File: config.mk
export PLATFORM = sky130hd
export DESIGN_NAME = anar_regs
export DESIGN_NICKNAME = d
export VERILOG_FILES = /design/src/anar_pkg.sv /design/src/anar_regs.sv
export SDC_FILE = /design/constraint.sdc
export NUM_CORES = 1
export LEC_CHECK = 0
export ABC_AREA = 1
export BUFFER_PORTS_ARGS = -buffer_cell sky130_fd_sc_hd__buf_2
export CAP_MARGIN = 10
export CORE_MARGIN = 2
export CORE_UTILIZATION = 51
export DETAILED_ROUTE_END_ITERATION = 6
export GPL_TIMING_DRIVEN = 0
export PLACE_DENSITY = 0.91
export SYNTH_ARGS = -nofsm -noshare
export SYNTH_HDL_FRONTEND = slang
export SYNTH_SLANG_ARGS = --single-unit
File: constraint.sdc
create_clock -name i_clk -period 4 [get_ports i_clk]
set_clock_uncertainty 0.1 [all_clocks]
set_input_delay 0.2 -clock i_clk [delete_from_list [all_inputs] [get_ports i_clk]]
set_output_delay 0.2 -clock i_clk [all_outputs]
set_load 0.005 [all_outputs]
File: src/anar_pkg.sv
package anar_pkg;
   // Register indices on the management bus.
   localparam logic [4:0] ADDR_LOCAL_ADV = 5'h04;
   localparam logic [4:0] ADDR_PARTNER = 5'h05;
   localparam logic [4:0] ADDR_EXT_CTRL = 5'h10;

   // Field positions shared by both ability registers, and the extended control override bit.
   localparam int BIT_NEXT_PAGE = 15;
   localparam int BIT_RESERVED = 14;
   localparam int BIT_REMOTE_FAULT = 13;
   localparam int BIT_T4 = 9;
   localparam int BIT_TX_FD = 8;
   localparam int BIT_TX_HD = 7;
   localparam int BIT_10_FD = 6;
   localparam int BIT_10_HD = 5;
   localparam int BIT_OVERRIDE = 15;

   // Write masks: ordinary writable bits and override-only bits.
   localparam logic [15:0] MASK_RW = 16'h21e0;
   localparam logic [15:0] MASK_CW = 16'h1c1f;

   // Reset values, the remote fault mask and the selector codes.
   localparam logic [15:0] ADV_RESET_BASE = 16'h0001;
   localparam logic [15:0] ADV_RESET = 16'h01e1;
   localparam logic [15:0] MASK_RF = 16'h2000;
   localparam logic [15:0] PARTNER_RESET = 16'h0000;
   localparam logic [4:0] SEL_8023 = 5'h01;
   localparam logic [4:0] SEL_8029 = 5'h02;

   // Power-up sequencer steps after reset release.
   localparam logic [1:0] INIT_IDLE = 2'h0;
   localparam logic [1:0] INIT_LOAD = 2'h2;
   localparam logic [1:0] INIT_DONE = 2'h3;

   // One management access.
   typedef struct packed {
      logic wr;
      logic [4:0] addr;
      logic [15:0] wdata;
   } anar_mgmt_req_t;

   // Strap pin group.
   typedef struct packed {
      logic hardware_software_strap_pin;
      logic autoneg_select_pin;
      logic duplex_select_pin;
      logic speed_select_pin;
   } anar_strap_t;
endpackage

File: src/anar_regs.sv
`timescale 1ns/1ps
// Operation
// - Advertisement next-page bit stays zero; writes ignored.
// - Advertisement bit 14 reserved, reads zero.
// - Bit 13 writable, resets zero, sets transmitted remote fault.
// - Power-up remote fault option also sets transmitted remote fault.
// - Bits 8 to 5 read/write, reset to one.
// - Bit 9 four-pair ability reads zero always.
// - Bits 12 to 10 reset zero, written only with override.
// - Software strap loads abilities from basic status capabilities.
// - Hardware strap with select pin sets one ability from pins.
// - Selector field resets to 00001.
// - Selector written only under command override.
// - Sixteen-bit advertisement sent to partner as code word.
// - Partner register read-only, resets zero, same layout.
// - Partner bit 13 shows received remote fault.
// - Partner selector 00001 for 802.3, 00010 for 802.9.
// - Partner bit 9 shows partner four-pair ability.
// - Override is self-clearing, enables next write to both classes.
module anar_regs (
   // Clock and reset
   input wire logic i_clk,
   input wire logic i_resetn,
   // Management access, same clock
   input wire logic i_mgmt_en,
   input wire anar_pkg::anar_mgmt_req_t i_mgmt_req,
   output logic [15:0] o_rdata,
   // Strap pins, asynchronous
   input wire anar_pkg::anar_strap_t i_strap,
   // Basic status capability bits 14:11 and power-up fault option
   input wire logic [3:0] i_status_caps,
   input wire logic i_powerup_fault_opt,
   // Received code word from the arbitration engine
   input wire logic i_rx_word_valid,
   input wire logic [15:0] i_rx_word,
   // Code word to transmit and override flag
   output logic [15:0] o_tx_word,
   output logic o_override
);
   logic [15:0] adv_q, adv_d, partner_q;
   logic override_q, override_d;
   logic [1:0] init_q;
   anar_pkg::anar_strap_t strap_s1_q, strap_s2_q;

   wire wr_en = i_mgmt_en && i_mgmt_req.wr;
   wire wr_adv = wr_en && (i_mgmt_req.addr == anar_pkg::ADDR_LOCAL_ADV);
   wire wr_ext = wr_en && (i_mgmt_req.addr == anar_pkg::ADDR_EXT_CTRL);
   wire [15:0] wmask = override_q ?
      (anar_pkg::MASK_RW | anar_pkg::MASK_CW) : anar_pkg::MASK_RW;

   // Merge a write into a register under a per-bit enable mask.
   function automatic logic [15:0] anar_merge(input logic [15:0] old_val,
      input logic [15:0] new_val, input logic [15:0] mask);
      anar_merge = (old_val & ~mask) | (new_val & mask);
   endfunction

   // Ability bits chosen by the strap; taken once after reset release,
   // because the pins may still be settling while reset is asserted.
   // The load waits until the second synchroniser stage holds the pins,
   // so the value taken is never the stage's own reset value.
   logic [3:0] strap_abil;
   always_comb begin
      strap_abil = 4'h0;
      if (!strap_s2_q.hardware_software_strap_pin) begin
         strap_abil = i_status_caps;
      end else if (strap_s2_q.autoneg_select_pin) begin
         strap_abil[{strap_s2_q.speed_select_pin,
                     strap_s2_q.duplex_select_pin}] = 1'b1;
      end else begin
         strap_abil = 4'hf;
      end
   end

   always_comb begin
      adv_d = adv_q;
      if (init_q == anar_pkg::INIT_LOAD) begin
         adv_d[anar_pkg::BIT_TX_FD:anar_pkg::BIT_10_HD] = strap_abil;
      end else if (wr_adv) begin
         // Override gates selector and bits 12 to 10 writes.
         adv_d = anar_merge(adv_q, i_mgmt_req.wdata, wmask);
      end
      adv_d[anar_pkg::BIT_NEXT_PAGE] = 1'b0;
      adv_d[anar_pkg::BIT_RESERVED] = 1'b0;
      adv_d[anar_pkg::BIT_T4] = 1'b0;
   end

   // Override set by write, cleared by next register write.
   always_comb begin
      override_d = override_q;
      if (wr_ext) begin
         override_d = i_mgmt_req.wdata[anar_pkg::BIT_OVERRIDE];
      end else if (wr_en) begin
         override_d = 1'b0;
      end
   end

   always_ff @(posedge i_clk or negedge i_resetn) begin
      if (!i_resetn) begin
         strap_s1_q <= '0;
         strap_s2_q <= '0;
         init_q <= anar_pkg::INIT_IDLE;
      end else begin
         strap_s1_q <= i_strap;
         strap_s2_q <= strap_s1_q;
         if (init_q != anar_pkg::INIT_DONE) begin
            init_q <= init_q + 2'h1;
         end
      end
   end

   always_ff @(posedge i_clk or negedge i_resetn) begin
      if (!i_resetn) begin
         adv_q <= anar_pkg::ADV_RESET;
         override_q <= 1'b0;
      end else begin
         adv_q <= adv_d;
         override_q <= override_d;
      end
   end

   // Partner register latch on accepted word.
   always_ff @(posedge i_clk or negedge i_resetn) begin
      if (!i_resetn) begin
         partner_q <= anar_pkg::PARTNER_RESET;
      end else if (i_rx_word_valid) begin
         partner_q <= i_rx_word;
      end
   end

   wire [15:0] partner_view = {partner_q[15], 1'b0, partner_q[13:0]};

   always_comb begin
      case (i_mgmt_req.addr)
         anar_pkg::ADDR_LOCAL_ADV: o_rdata = adv_q;
         anar_pkg::ADDR_PARTNER: o_rdata = partner_view;
         anar_pkg::ADDR_EXT_CTRL: o_rdata = {override_q, 15'h0000};
         default: o_rdata = 16'h0000;
      endcase
   end

   always_comb begin
      o_tx_word = adv_q;
      o_tx_word[anar_pkg::BIT_REMOTE_FAULT] =
         adv_q[anar_pkg::BIT_REMOTE_FAULT] | i_powerup_fault_opt;
   end
   assign o_override = override_q;

   // Checks on the advertisement register. Writes are only judged once
   // the power-up load is over, because the load owns bits 8 to 5 until
   // then and a write made in the load step itself is deliberately dropped.

   // The next-page bit must never reach the register.
   a_np_zero: assert property (
      @(posedge i_clk) disable iff (!i_resetn)
      !adv_q[anar_pkg::BIT_NEXT_PAGE])
      else $error("adv next page set");

   // The reserved bit must read back as zero.
   a_rsv_zero: assert property (
      @(posedge i_clk) disable iff (!i_resetn)
      !adv_q[anar_pkg::BIT_RESERVED])
      else $error("adv reserved bit set");

   // Four-pair ability is unsupported and stays clear.
   a_t4_zero: assert property (
      @(posedge i_clk) disable iff (!i_resetn)
      !adv_q[anar_pkg::BIT_T4])
      else $error("adv t4 set");

   // The transmitted fault bit is the register bit or the option.
   a_rf_tx: assert property (
      @(posedge i_clk) disable iff (!i_resetn)
      (adv_q[anar_pkg::BIT_REMOTE_FAULT] || i_powerup_fault_opt) ==
      o_tx_word[anar_pkg::BIT_REMOTE_FAULT])
      else $error("tx fault wrong");

   // Every other transmitted bit is the register bit unchanged.
   a_tx_copy: assert property (
      @(posedge i_clk) disable iff (!i_resetn)
      (o_tx_word & ~anar_pkg::MASK_RF) == (adv_q & ~anar_pkg::MASK_RF))
      else $error("tx word differs");

   // The strap load takes the decoded abilities into bits 8 to 5.
   a_strap_load: assert property (
      @(posedge i_clk) disable iff (!i_resetn)
      (init_q == anar_pkg::INIT_LOAD) |=>
      adv_q[anar_pkg::BIT_TX_FD:anar_pkg::BIT_10_HD] == $past(strap_abil))
      else $error("strap load wrong");

   // Ordinary bits follow every write once the load is over.
   a_rw_write: assert property (
      @(posedge i_clk) disable iff (!i_resetn)
      (wr_adv && init_q == anar_pkg::INIT_DONE) |=>
      (adv_q & anar_pkg::MASK_RW) ==
      ($past(i_mgmt_req.wdata) & anar_pkg::MASK_RW))
      else $error("rw bits not written");

   // Override-only bits ignore a write made without override.
   a_cw_guard: assert property (
      @(posedge i_clk) disable iff (!i_resetn)
      (wr_adv && !override_q && init_q == anar_pkg::INIT_DONE) |=>
      (adv_q & anar_pkg::MASK_CW) == ($past(adv_q) & anar_pkg::MASK_CW))
      else $error("cw bits changed");

   // The selector keeps its value without override.
   a_sel_guard: assert property (
      @(posedge i_clk) disable iff (!i_resetn)
      (wr_adv && !override_q && init_q == anar_pkg::INIT_DONE) |=>
      adv_q[4:0] == $past(adv_q[4:0]))
      else $error("selector changed");

   // With override the selector takes the written value.
   a_sel_write: assert property (
      @(posedge i_clk) disable iff (!i_resetn)
      (wr_adv && override_q && init_q == anar_pkg::INIT_DONE) |=>
      adv_q[4:0] == $past(i_mgmt_req.wdata[4:0]))
      else $error("selector not written");

   // Without a write the register holds, so a stale strobe cannot apply
   // an old value again.
   a_adv_hold: assert property (
      @(posedge i_clk) disable iff (!i_resetn)
      (!wr_adv && init_q == anar_pkg::INIT_DONE) |=> $stable(adv_q))
      else $error("adv changed");

   // Checks on the override flag.

   // A write to the extended control register sets or clears it.
   a_ovr_set: assert property (
      @(posedge i_clk) disable iff (!i_resetn)
      wr_ext |=> override_q == $past(i_mgmt_req.wdata[anar_pkg::BIT_OVERRIDE]))
      else $error("override not taken");

   // Any other write uses the override once and clears it.
   a_ovr_clear: assert property (
      @(posedge i_clk) disable iff (!i_resetn)
      (override_q && wr_en && !wr_ext) |=> !override_q)
      else $error("override stuck");

   // Reads alone never touch the flag.
   a_ovr_hold: assert property (
      @(posedge i_clk) disable iff (!i_resetn)
      !wr_en |=> $stable(override_q))
      else $error("override moved");

   // Checks on the partner register and the read path.

   // An accepted word is taken whole at the next edge.
   a_partner_upd: assert property (
      @(posedge i_clk) disable iff (!i_resetn)
      i_rx_word_valid |=> partner_q == $past(i_rx_word))
      else $error("partner not updated");

   // Without a word the partner register holds.
   a_partner_hold: assert property (
      @(posedge i_clk) disable iff (!i_resetn)
      !i_rx_word_valid |=> $stable(partner_q))
      else $error("partner changed");

   // Partner reads hide bit 14 but show fault and four-pair as received.
   a_rd_partner: assert property (
      @(posedge i_clk) disable iff (!i_resetn)
      (i_mgmt_req.addr == anar_pkg::ADDR_PARTNER) |->
      (!o_rdata[anar_pkg::BIT_RESERVED] &&
      o_rdata[anar_pkg::BIT_REMOTE_FAULT] ==
      partner_q[anar_pkg::BIT_REMOTE_FAULT] &&
      o_rdata[anar_pkg::BIT_T4] == partner_q[anar_pkg::BIT_T4]))
      else $error("partner read wrong");

   // Advertisement reads return the register as it stands.
   a_rd_adv: assert property (
      @(posedge i_clk) disable iff (!i_resetn)
      (i_mgmt_req.addr == anar_pkg::ADDR_LOCAL_ADV) |-> o_rdata == adv_q)
      else $error("adv read wrong");

   // Extended control reads show only the override flag.
   a_rd_ext: assert property (
      @(posedge i_clk) disable iff (!i_resetn)
      (i_mgmt_req.addr == anar_pkg::ADDR_EXT_CTRL) |->
      o_rdata == {override_q, 15'h0000})
      else $error("ext read wrong");

   // Main scenarios that the bench is expected to reach.
   c_override_wr: cover property (@(posedge i_clk)
      override_q && wr_adv);
   c_rx_word: cover property (@(posedge i_clk)
      i_rx_word_valid);
   c_fault_opt: cover property (@(posedge i_clk)
      i_powerup_fault_opt);
   c_strap_hw: cover property (@(posedge i_clk)
      init_q == anar_pkg::INIT_LOAD &&
      strap_s2_q.hardware_software_strap_pin);
endmodule

* Yosys cells after proc, flatten, opt, wreduce, memory -nomap -nowiden
Cells that the tools add are included.
Operators by class: $add $sub $neg 1, reductions and logical operators 7, order comparisons 2, muxes and demuxes 10, eq/ne operators 5, bitwise gates (word level) 6
Operator list (count):
- case mux 16 bit (3 select lines) | 1
- AND 14 bit | 2
- NOT 14 bit | 1
- bitwise OR 14 bit | 1
- 2-to-1 mux 13 bit | 1
- 2-to-1 mux 4 bit | 3
- equality test 5 x 3 -> 1 bit (second input constant) | 2
- 2-to-1 mux 9 bit | 1
- equality test 5 bit (second input constant) | 1
- logical AND 1 bit | 4
- nonzero test 2 bit | 2
- < comparator 2 x 3 -> 1 bit (second input constant) | 1
- 2-to-1 mux 1 bit | 3
- adder 2 x 1 -> 2 bit (second input constant) | 1
- demux 1 bit (select 2 bit) | 1
- equality test 2 bit (second input constant) | 1
- >= comparator 2 x 1 -> 1 bit (second input constant) | 1
- != test 2 bit (second input constant) | 1
- AND reduction 2 bit | 1
- NOT 1 bit | 1
- bitwise OR 1 bit | 1
Word-level totals: output and inout bits 33, input port bits 51, bits in registers 40

* Depth between registers and ports, before layout
Gate-level depths: netlist (run 1).
word-level depth 7, gate-level depth with buffers 6

* Worst setup path before layout (run 1)
Ideal clock, no wire load.
kind register -> register, start register init_q[0], end register (tool-made name), setup slack 2.663 ns, buffers on the path 1, cell stages (with the launch flop) 7, arrival 1.171 ns, path through dfrtp_1 inv_1 ha_1 inv_2 buf_2 nand4_1 nand2_1
RTL lines:
- start: declaration | RTL line anar_regs.sv:42 | logic [1:0] init_q;
- start signal: assignment | RTL line anar_regs.sv:101 | init_q <= anar_pkg::INIT_IDLE;
- start signal: assignment | RTL line anar_regs.sv:106 | init_q <= init_q + 2'h1;

* Worst setup path after layout (run 1)
start register override_q (netlist: o_override), end output port o_rdata[15]
Between the ends: longest elaborated chain between the ends 1
RTL lines:
- start: declaration | RTL line anar_regs.sv:41 | logic override_q, override_d;
- start signal: assignment | RTL line anar_regs.sv:117 | override_q <= override_d;
- case mux 16 bit (3 select lines) | RTL line anar_regs.sv:133 | case (i_mgmt_req.addr)
- end: declaration | RTL line anar_regs.sv:27 | output logic [15:0] o_rdata,
Every way passes these cells.

==> impl_metrics.ini, run 1 <==
[status]
outcome = completed

[critical_path]
path_class = register to output pin
r2r_cells = 6
cp_cell_sequence = clkbuf_1 -> inv_1 -> o22ai_2 -> buf_2
cp.depth = 4
cp_max_fo = 10
critPathArrivalTime_ns = 1.51
cp.buffers_inverters = 3
worstSetupStartpointType = register
cp.required_ns = 3.70
crit_path_max_incr_delay_ns = 0.39
end_kind = output pin
cpMaxStageDelayCell = clkbuf_1
crit_family = buffers and inverters

[route]
viasPerCell = 4.991
drt-wirelength-per-cell_um = 12.95
drt-total-wl_um = 4559
drtIter0Drc = 86
drt-pass1-iter-count = 4
ant_nets = 0
num_vias = 1757
drc_errors = 0

[sta]
slew_headroom_pct = 44.35
setup_viol = 0
rsz0062_at_grt = false
fmax_mhz = 553.6
fin_crit_sh_pct = 45.16
finalSetupTns_ns = 0
drv_slew = 0
tightest_slew_ns = 0.8347
hold_viol_final = 0
fin_hold_ws_ns = 0.004626
min_period_ns = 1.806

[logic_synthesis]
syn-instance-count = 213
synth.distinct_cells = 27
yosys_warnings = 0
synth-edff-count = 0
ys_seq_elements = 39
seq_area_frac_synth_pct = 50.65
synth_area_leaders = dfrtp_1 (44%), nand2_1 (9.5%), dfstp_2 (6.8%)
yosysTopAreaCell = dfrtp_1
async_reset_ff_share_pct = 100.0
synth_most_common_cell = nand2_1
synthesis.area_um2 = 1939
synth.avg_cell_area_um2 = 9.105
synth_common_cells = nand2_1 (49), dfrtp_1 (34), o21ai_0 (23)
synth_flop_cell = dfrtp_1
synthDominantCellAreaShare_pct = 43.87

[layout]
fin_cells = 352
antenna-diode-count = 0
n_fill_cell = 280
postLayoutCellArea_um2 = 2540
syn2layout_area_growth_pct = 30.97
drive_gt1_share_pct = 42.43
num-nets-final = 356

[floorplanning]
dieArea_um2 = 4312
initial_core_util_pct = 52.97
fp-row-count = 22
ioPinCount = 84
dieWidth_um = 65.67
coreArea_um2 = 3661
chipHeight_um = 65.67

[clock_tree]
cts_buffer_depth = 2
postCtsSetupBuffers = 0
ctsHoldBuffers = 5
clkSlewWorstSetupHoldPaths_ns = 0.08
clock-sinks = 39
htreeDepth = 2
insertion_delay_ns = 0.30
cts_root_buf = clkbuf_8
cts_tree = done
ctsResizeCount = 0
cts_made_buffers = 5

[grt]
track_usage_pct = 23.00
grt_pass1_wl_um = 7376
antenna_found_initial = 0
grt_pass1_vias = 1693
overflow = 0
grt_start_max_net_pins = 40

[pwr]
peakVddDrop_v = 0.0002676
power_density_nw_per_um2 = 336.6
power.leakage_nw = 1.373
finalPower_mw = 0.8550

[hold_path]
holdCritPathClass = primary input to register
hold_depth = 3

[placed_design]
dpl.hpwl_um = 3492
dp.cells = 339
routabilityCongestion = 0.7707
numPortBuffers = 75
dpl_cell_area_um2 = 2386

[run]
maxCapViolCount = 0
routing by layer:
metal	vias up	global-route usage, %	wire, µm
li1	855	-	-
met1	807	26.23	1806
met2	80	39.77	2282
met3	15	5.993	326
met4	0	11.20	143
met5	-	0	0
through the flow:
step / util (%) / setup slack, ns
2_1_floorplan: - / 2.663
3_3_place_gp: 65.17 / 2.531
3_5_place_dp: 65.17 / 2.440
4_1_cts: 69.38 / 2.207
5_1_grt: 69.38 / 2.070
6_report: 69.38 / 2.194
placed cells by master, fill, tap and decap left out:
cell and instances:
buf_2 76, buf_4 16, buf_6 2, clkbuf_1 4, clkbuf_8 7, clkinvlp_4 1, conb_1 4, dfrtp_1 34
dfstp_2 5, dlygate4sd3_1 5, ha_1 2, inv_1 21, inv_2 2, nand2_1 49, nand2_2 3, nand3_1 11
nand4_1 12, nand4_4 1, nor2_1 2, nor2_2 3, nor2_4 1, nor2_8 1, o211ai_1 4, o21ai_0 23
o21ai_1 2, o21ai_2 9, o22ai_1 1, o22ai_2 1, or2_2 1, xnor2_1 1
path summary, 6_finish.rpt:
path / startpoint / to / slack [ns]
worst max-delay path: o_override$_DFFE_PN0P_ / o_rdata[15] / 2.19
worst min-delay path: i_rx_word[6] / partner_q[6]$_DFFE_PN0P_ / 0.005
worst min register to register: strap_s1_q[0]$_DFF_PN0_ / strap_s2_q[0]$_DFF_PN0_ / 0.26
max in group asynchronous: i_resetn / partner_q[15]$_DFFE_PN0P_ / 2.84
min in group asynchronous: i_resetn / partner_q[6]$_DFFE_PN0P_ / 0.44
worst max register to register: init_q[0]$_DFFE_PN0P_ / register / 2.41
cell families after synthesis:
kind of cell               share of synthesized area, %
buffers and inverters                             12.84
other                                            0.1934
adders and majority gates                         1.290
AOI/OAI and AO/OA                                 13.03
xor gates and xnor gates                         0.4517
and+or+nand+nor                                   21.55
DFF                                               50.65
worst min-delay path: stages:
cell     delay (ns)
buf_2          0.07
nand2_1        0.03
o21ai_0        0.06
power breakdown:
group	leakage [nW]	internal, mW	switching, mW	total [mW]
clock network	0.0505	0.157	0.138	0.295
registers	0.470	0.429	0.0154	0.444
logic	0.853	0.0575	0.0585	0.116
total	1.37	0.643	0.212	0.855
final cells by class:
type	instances	area [µm²]	share of cell area (%)
Sequential cell	39	982.2	38.67
Multi-Input combinational cell	131	719.4	28.33
Timing Repair Buffer	80	425.4	16.75
Buffer	23	162.7	6.404
Clock buffer	7	96.34	3.793
Inverter	23	86.33	3.399
Tap cell	48	60.06	2.365
Clock inverter	1	7.507	0.2956
No activity file was read; power rests on OpenSTA's default activity.
==> run 2: changes to the inputs <==
- CORE_UTILIZATION: 51 -> 43
- PLACE_DENSITY: 0.91 -> 0.82
- clock period: 4 -> 1.55 ns (I/O delays scaled with it)
==> run 2 against run 1 <==
Setup slack got worse by 2.1 ns. Utilization is 2.4 points lower. Critical path depth is 2 higher. Die area rose by 17%. Cell count is 11% higher. Power rose to 3.0 times the previous value. Global-route usage is 1.7 points lower. Register-to-register slack lost 2.3 ns. Design area increased by 15%.
==> impl_metrics.ini, run 2 (synthesis results as in run 1) <==
[clock_tree]
cts_made_buffers = 5
clkSlewWorstSetupHoldPaths_ns = 0.08
htreeDepth = 2
clock-sinks = 39
cts_tree = done
cts_root_buf = clkbuf_8
insertion_delay_ns = 0.30
postCtsSetupBuffers = 0
cts_buffer_depth = 2

[run]
maxCapViolCount = 0

[layout]
syn2layout_area_growth_pct = 50.32
utilization_pct = 66.95
layout_common_cells = buf_2 (75), nand2_1 (49), dlygate4sd3_1 (38)
num-nets-final = 388
register_area_um2 = 983.4
mostFrequentLayoutCell = buf_2
multi_input_area_um2 = 721.9
drive_gt1_share_pct = 38.99
n_fill_cell = 342

[pwr]
power_density_nw_per_um2 = 866.4
internal_power_mw = 1.950
power.leakage_nw = 1.524
p_sw_share_pct = 22.78
peakVddDrop_v = 0.0005883
power_frac_clock_pct = 40.1
netSwitchingPower_mw = 0.5755
power_frac_comb_pct = 14.5
pwr-share-seq_pct = 45.5

[route]
viasPerCell = 4.871
ant_nets = 0
drtIter0Drc = 111
drc_errors = 0
drt-total-wl_um = 5065
drt-wirelength-per-cell_um = 13.02
drt-pass1-iter-count = 4
num_vias = 1895

[grt]
grt_start_max_net_pins = 40
grt_pass1_wl_um = 8452
grt_pass1_vias = 1851
track_usage_pct = 21.27
antenna_found_initial = 0
overflow = 0

[critical_path]
cp.required_ns = 1.64
end_kind = register
critPathArrivalTime_ns = 1.54
path_class = register to register
worstSetupStartpointType = register
cp_max_fo = 10

[placed_design]
dpl.hpwl_um = 3491
routabilityCongestion = 0.7916
numPortBuffers = 75

[sta]
setup_viol = 0
rsz0062_at_grt = false
hold_viol_final = 0
tightest_slew_ns = 0.8372
fin_crit_sh_pct = 93.78
fmax_mhz = 688.0
slew_headroom_pct = 44.18
min_period_ns = 1.454
finalSetupTns_ns = 0
drv_slew = 0

[floorplanning]
coreArea_um2 = 4354
chipHeight_um = 71.16
fp-row-count = 24
dieArea_um2 = 5063
dieWidth_um = 71.16
ioPinCount = 84
initial_core_util_pct = 44.54

[status]
outcome = completed

[hold_path]
holdCritPathClass = primary input to register
[run 2: cell count changes in the layout (fill, tap and decap cells not counted), sizes merged]
cell / previous run / this run
dlygate4sd3: 5 / 38
bufinv: 0 / 2
clkbuf: 11 / 9
buf: 94 / 93
diode: 0 / 1
[run 2: timing repair]
item,4_1_cts,5_1_grt
gates resized for setup,0,4
setup endpoints to repair,2,11
pin swaps,0,0
cloned,0,0
hold buffers,38,0
hold endpoints to repair,67,0
[run 2: path summary, 6_finish.rpt]
path / startpoint / to / slack [ns] / depth (start not counted)
max: init_q[0]$_DFFE_PN0P_ / register / 0.1 / 6
min: i_mgmt_req[20] / o_override$_DFFE_PN0P_ / 0.06 / 3
max reg2reg: init_q[0]$_DFFE_PN0P_ / register / 0.1 / 6
min reg2reg: strap_s1_q[1]$_DFF_PN0_ / strap_s2_q[1]$_DFF_PN0_ / 0.24 / 0
max in group asynchronous: i_resetn / o_override$_DFFE_PN0P_ / 0.45 / 2
min in group asynchronous: i_resetn / strap_s2_q[1]$_DFF_PN0_ / 0.32 / 2
[run 2: area by class of cell]
class,instances,share of cell area [%]
clock buffer,5,2.361
buffer,22,5.536
inverter,23,3.047
antenna,1,0.08584
clock inverter,3,2.318
timing repair buffer,113,25.92
multi-input combinational,131,24.76
tap,52,2.232
sequential,39,33.73
[run 2: through the flow]
stage	total power [mW]	std cells	area [µm²]	setup slack, ns	hold WS, ns
after floorplan	1.307	216	1951	0.2130	-0.3181
after global placement	1.446	343	2391	0.07313	0.08599
after detailed placement	1.456	343	2391	0.03470	0.08731
after CTS	2.540	388	2904	0.003800	0.05397
after global routing	2.633	388	2913	0.02292	0.08137
final	2.526	389	2915	0.09645	0.05927
[run 2: layer usage]
| layer | vias up | GRT usage, % | part of all wire, % |
|---|---|---|---|
| li1 | 923 | - | - |
| met1 | 868 | 26.60 | 40 |
| met2 | 86 | 35.39 | 50 |
| met3 | 18 | 3.561 | 6.3 |
| met4 | 0 | 10.90 | 3.6 |
| met5 | - | 0 | 0 |
[run 2: power groups by stage]
stage,Clock [mW],Combinational [mW],Sequential (mW)
2_1_floorplan,0,0.156,1.15
3_3_place_gp,0,0.284,1.16
3_5_place_dp,0,0.291,1.16
4_1_cts,1.03,0.366,1.15
5_1_grt,1.06,0.410,1.16
6_report,1.01,0.365,1.15
[run 2: worst max-delay path, stage by stage (launching register included)]
cell and delay (ns):
dfrtp_1 0.42, inv_1 0.08, ha_2 0.28, inv_4 0.09
clkbuf_4 0.20, nand4_1 0.12, nand2_1 0.06
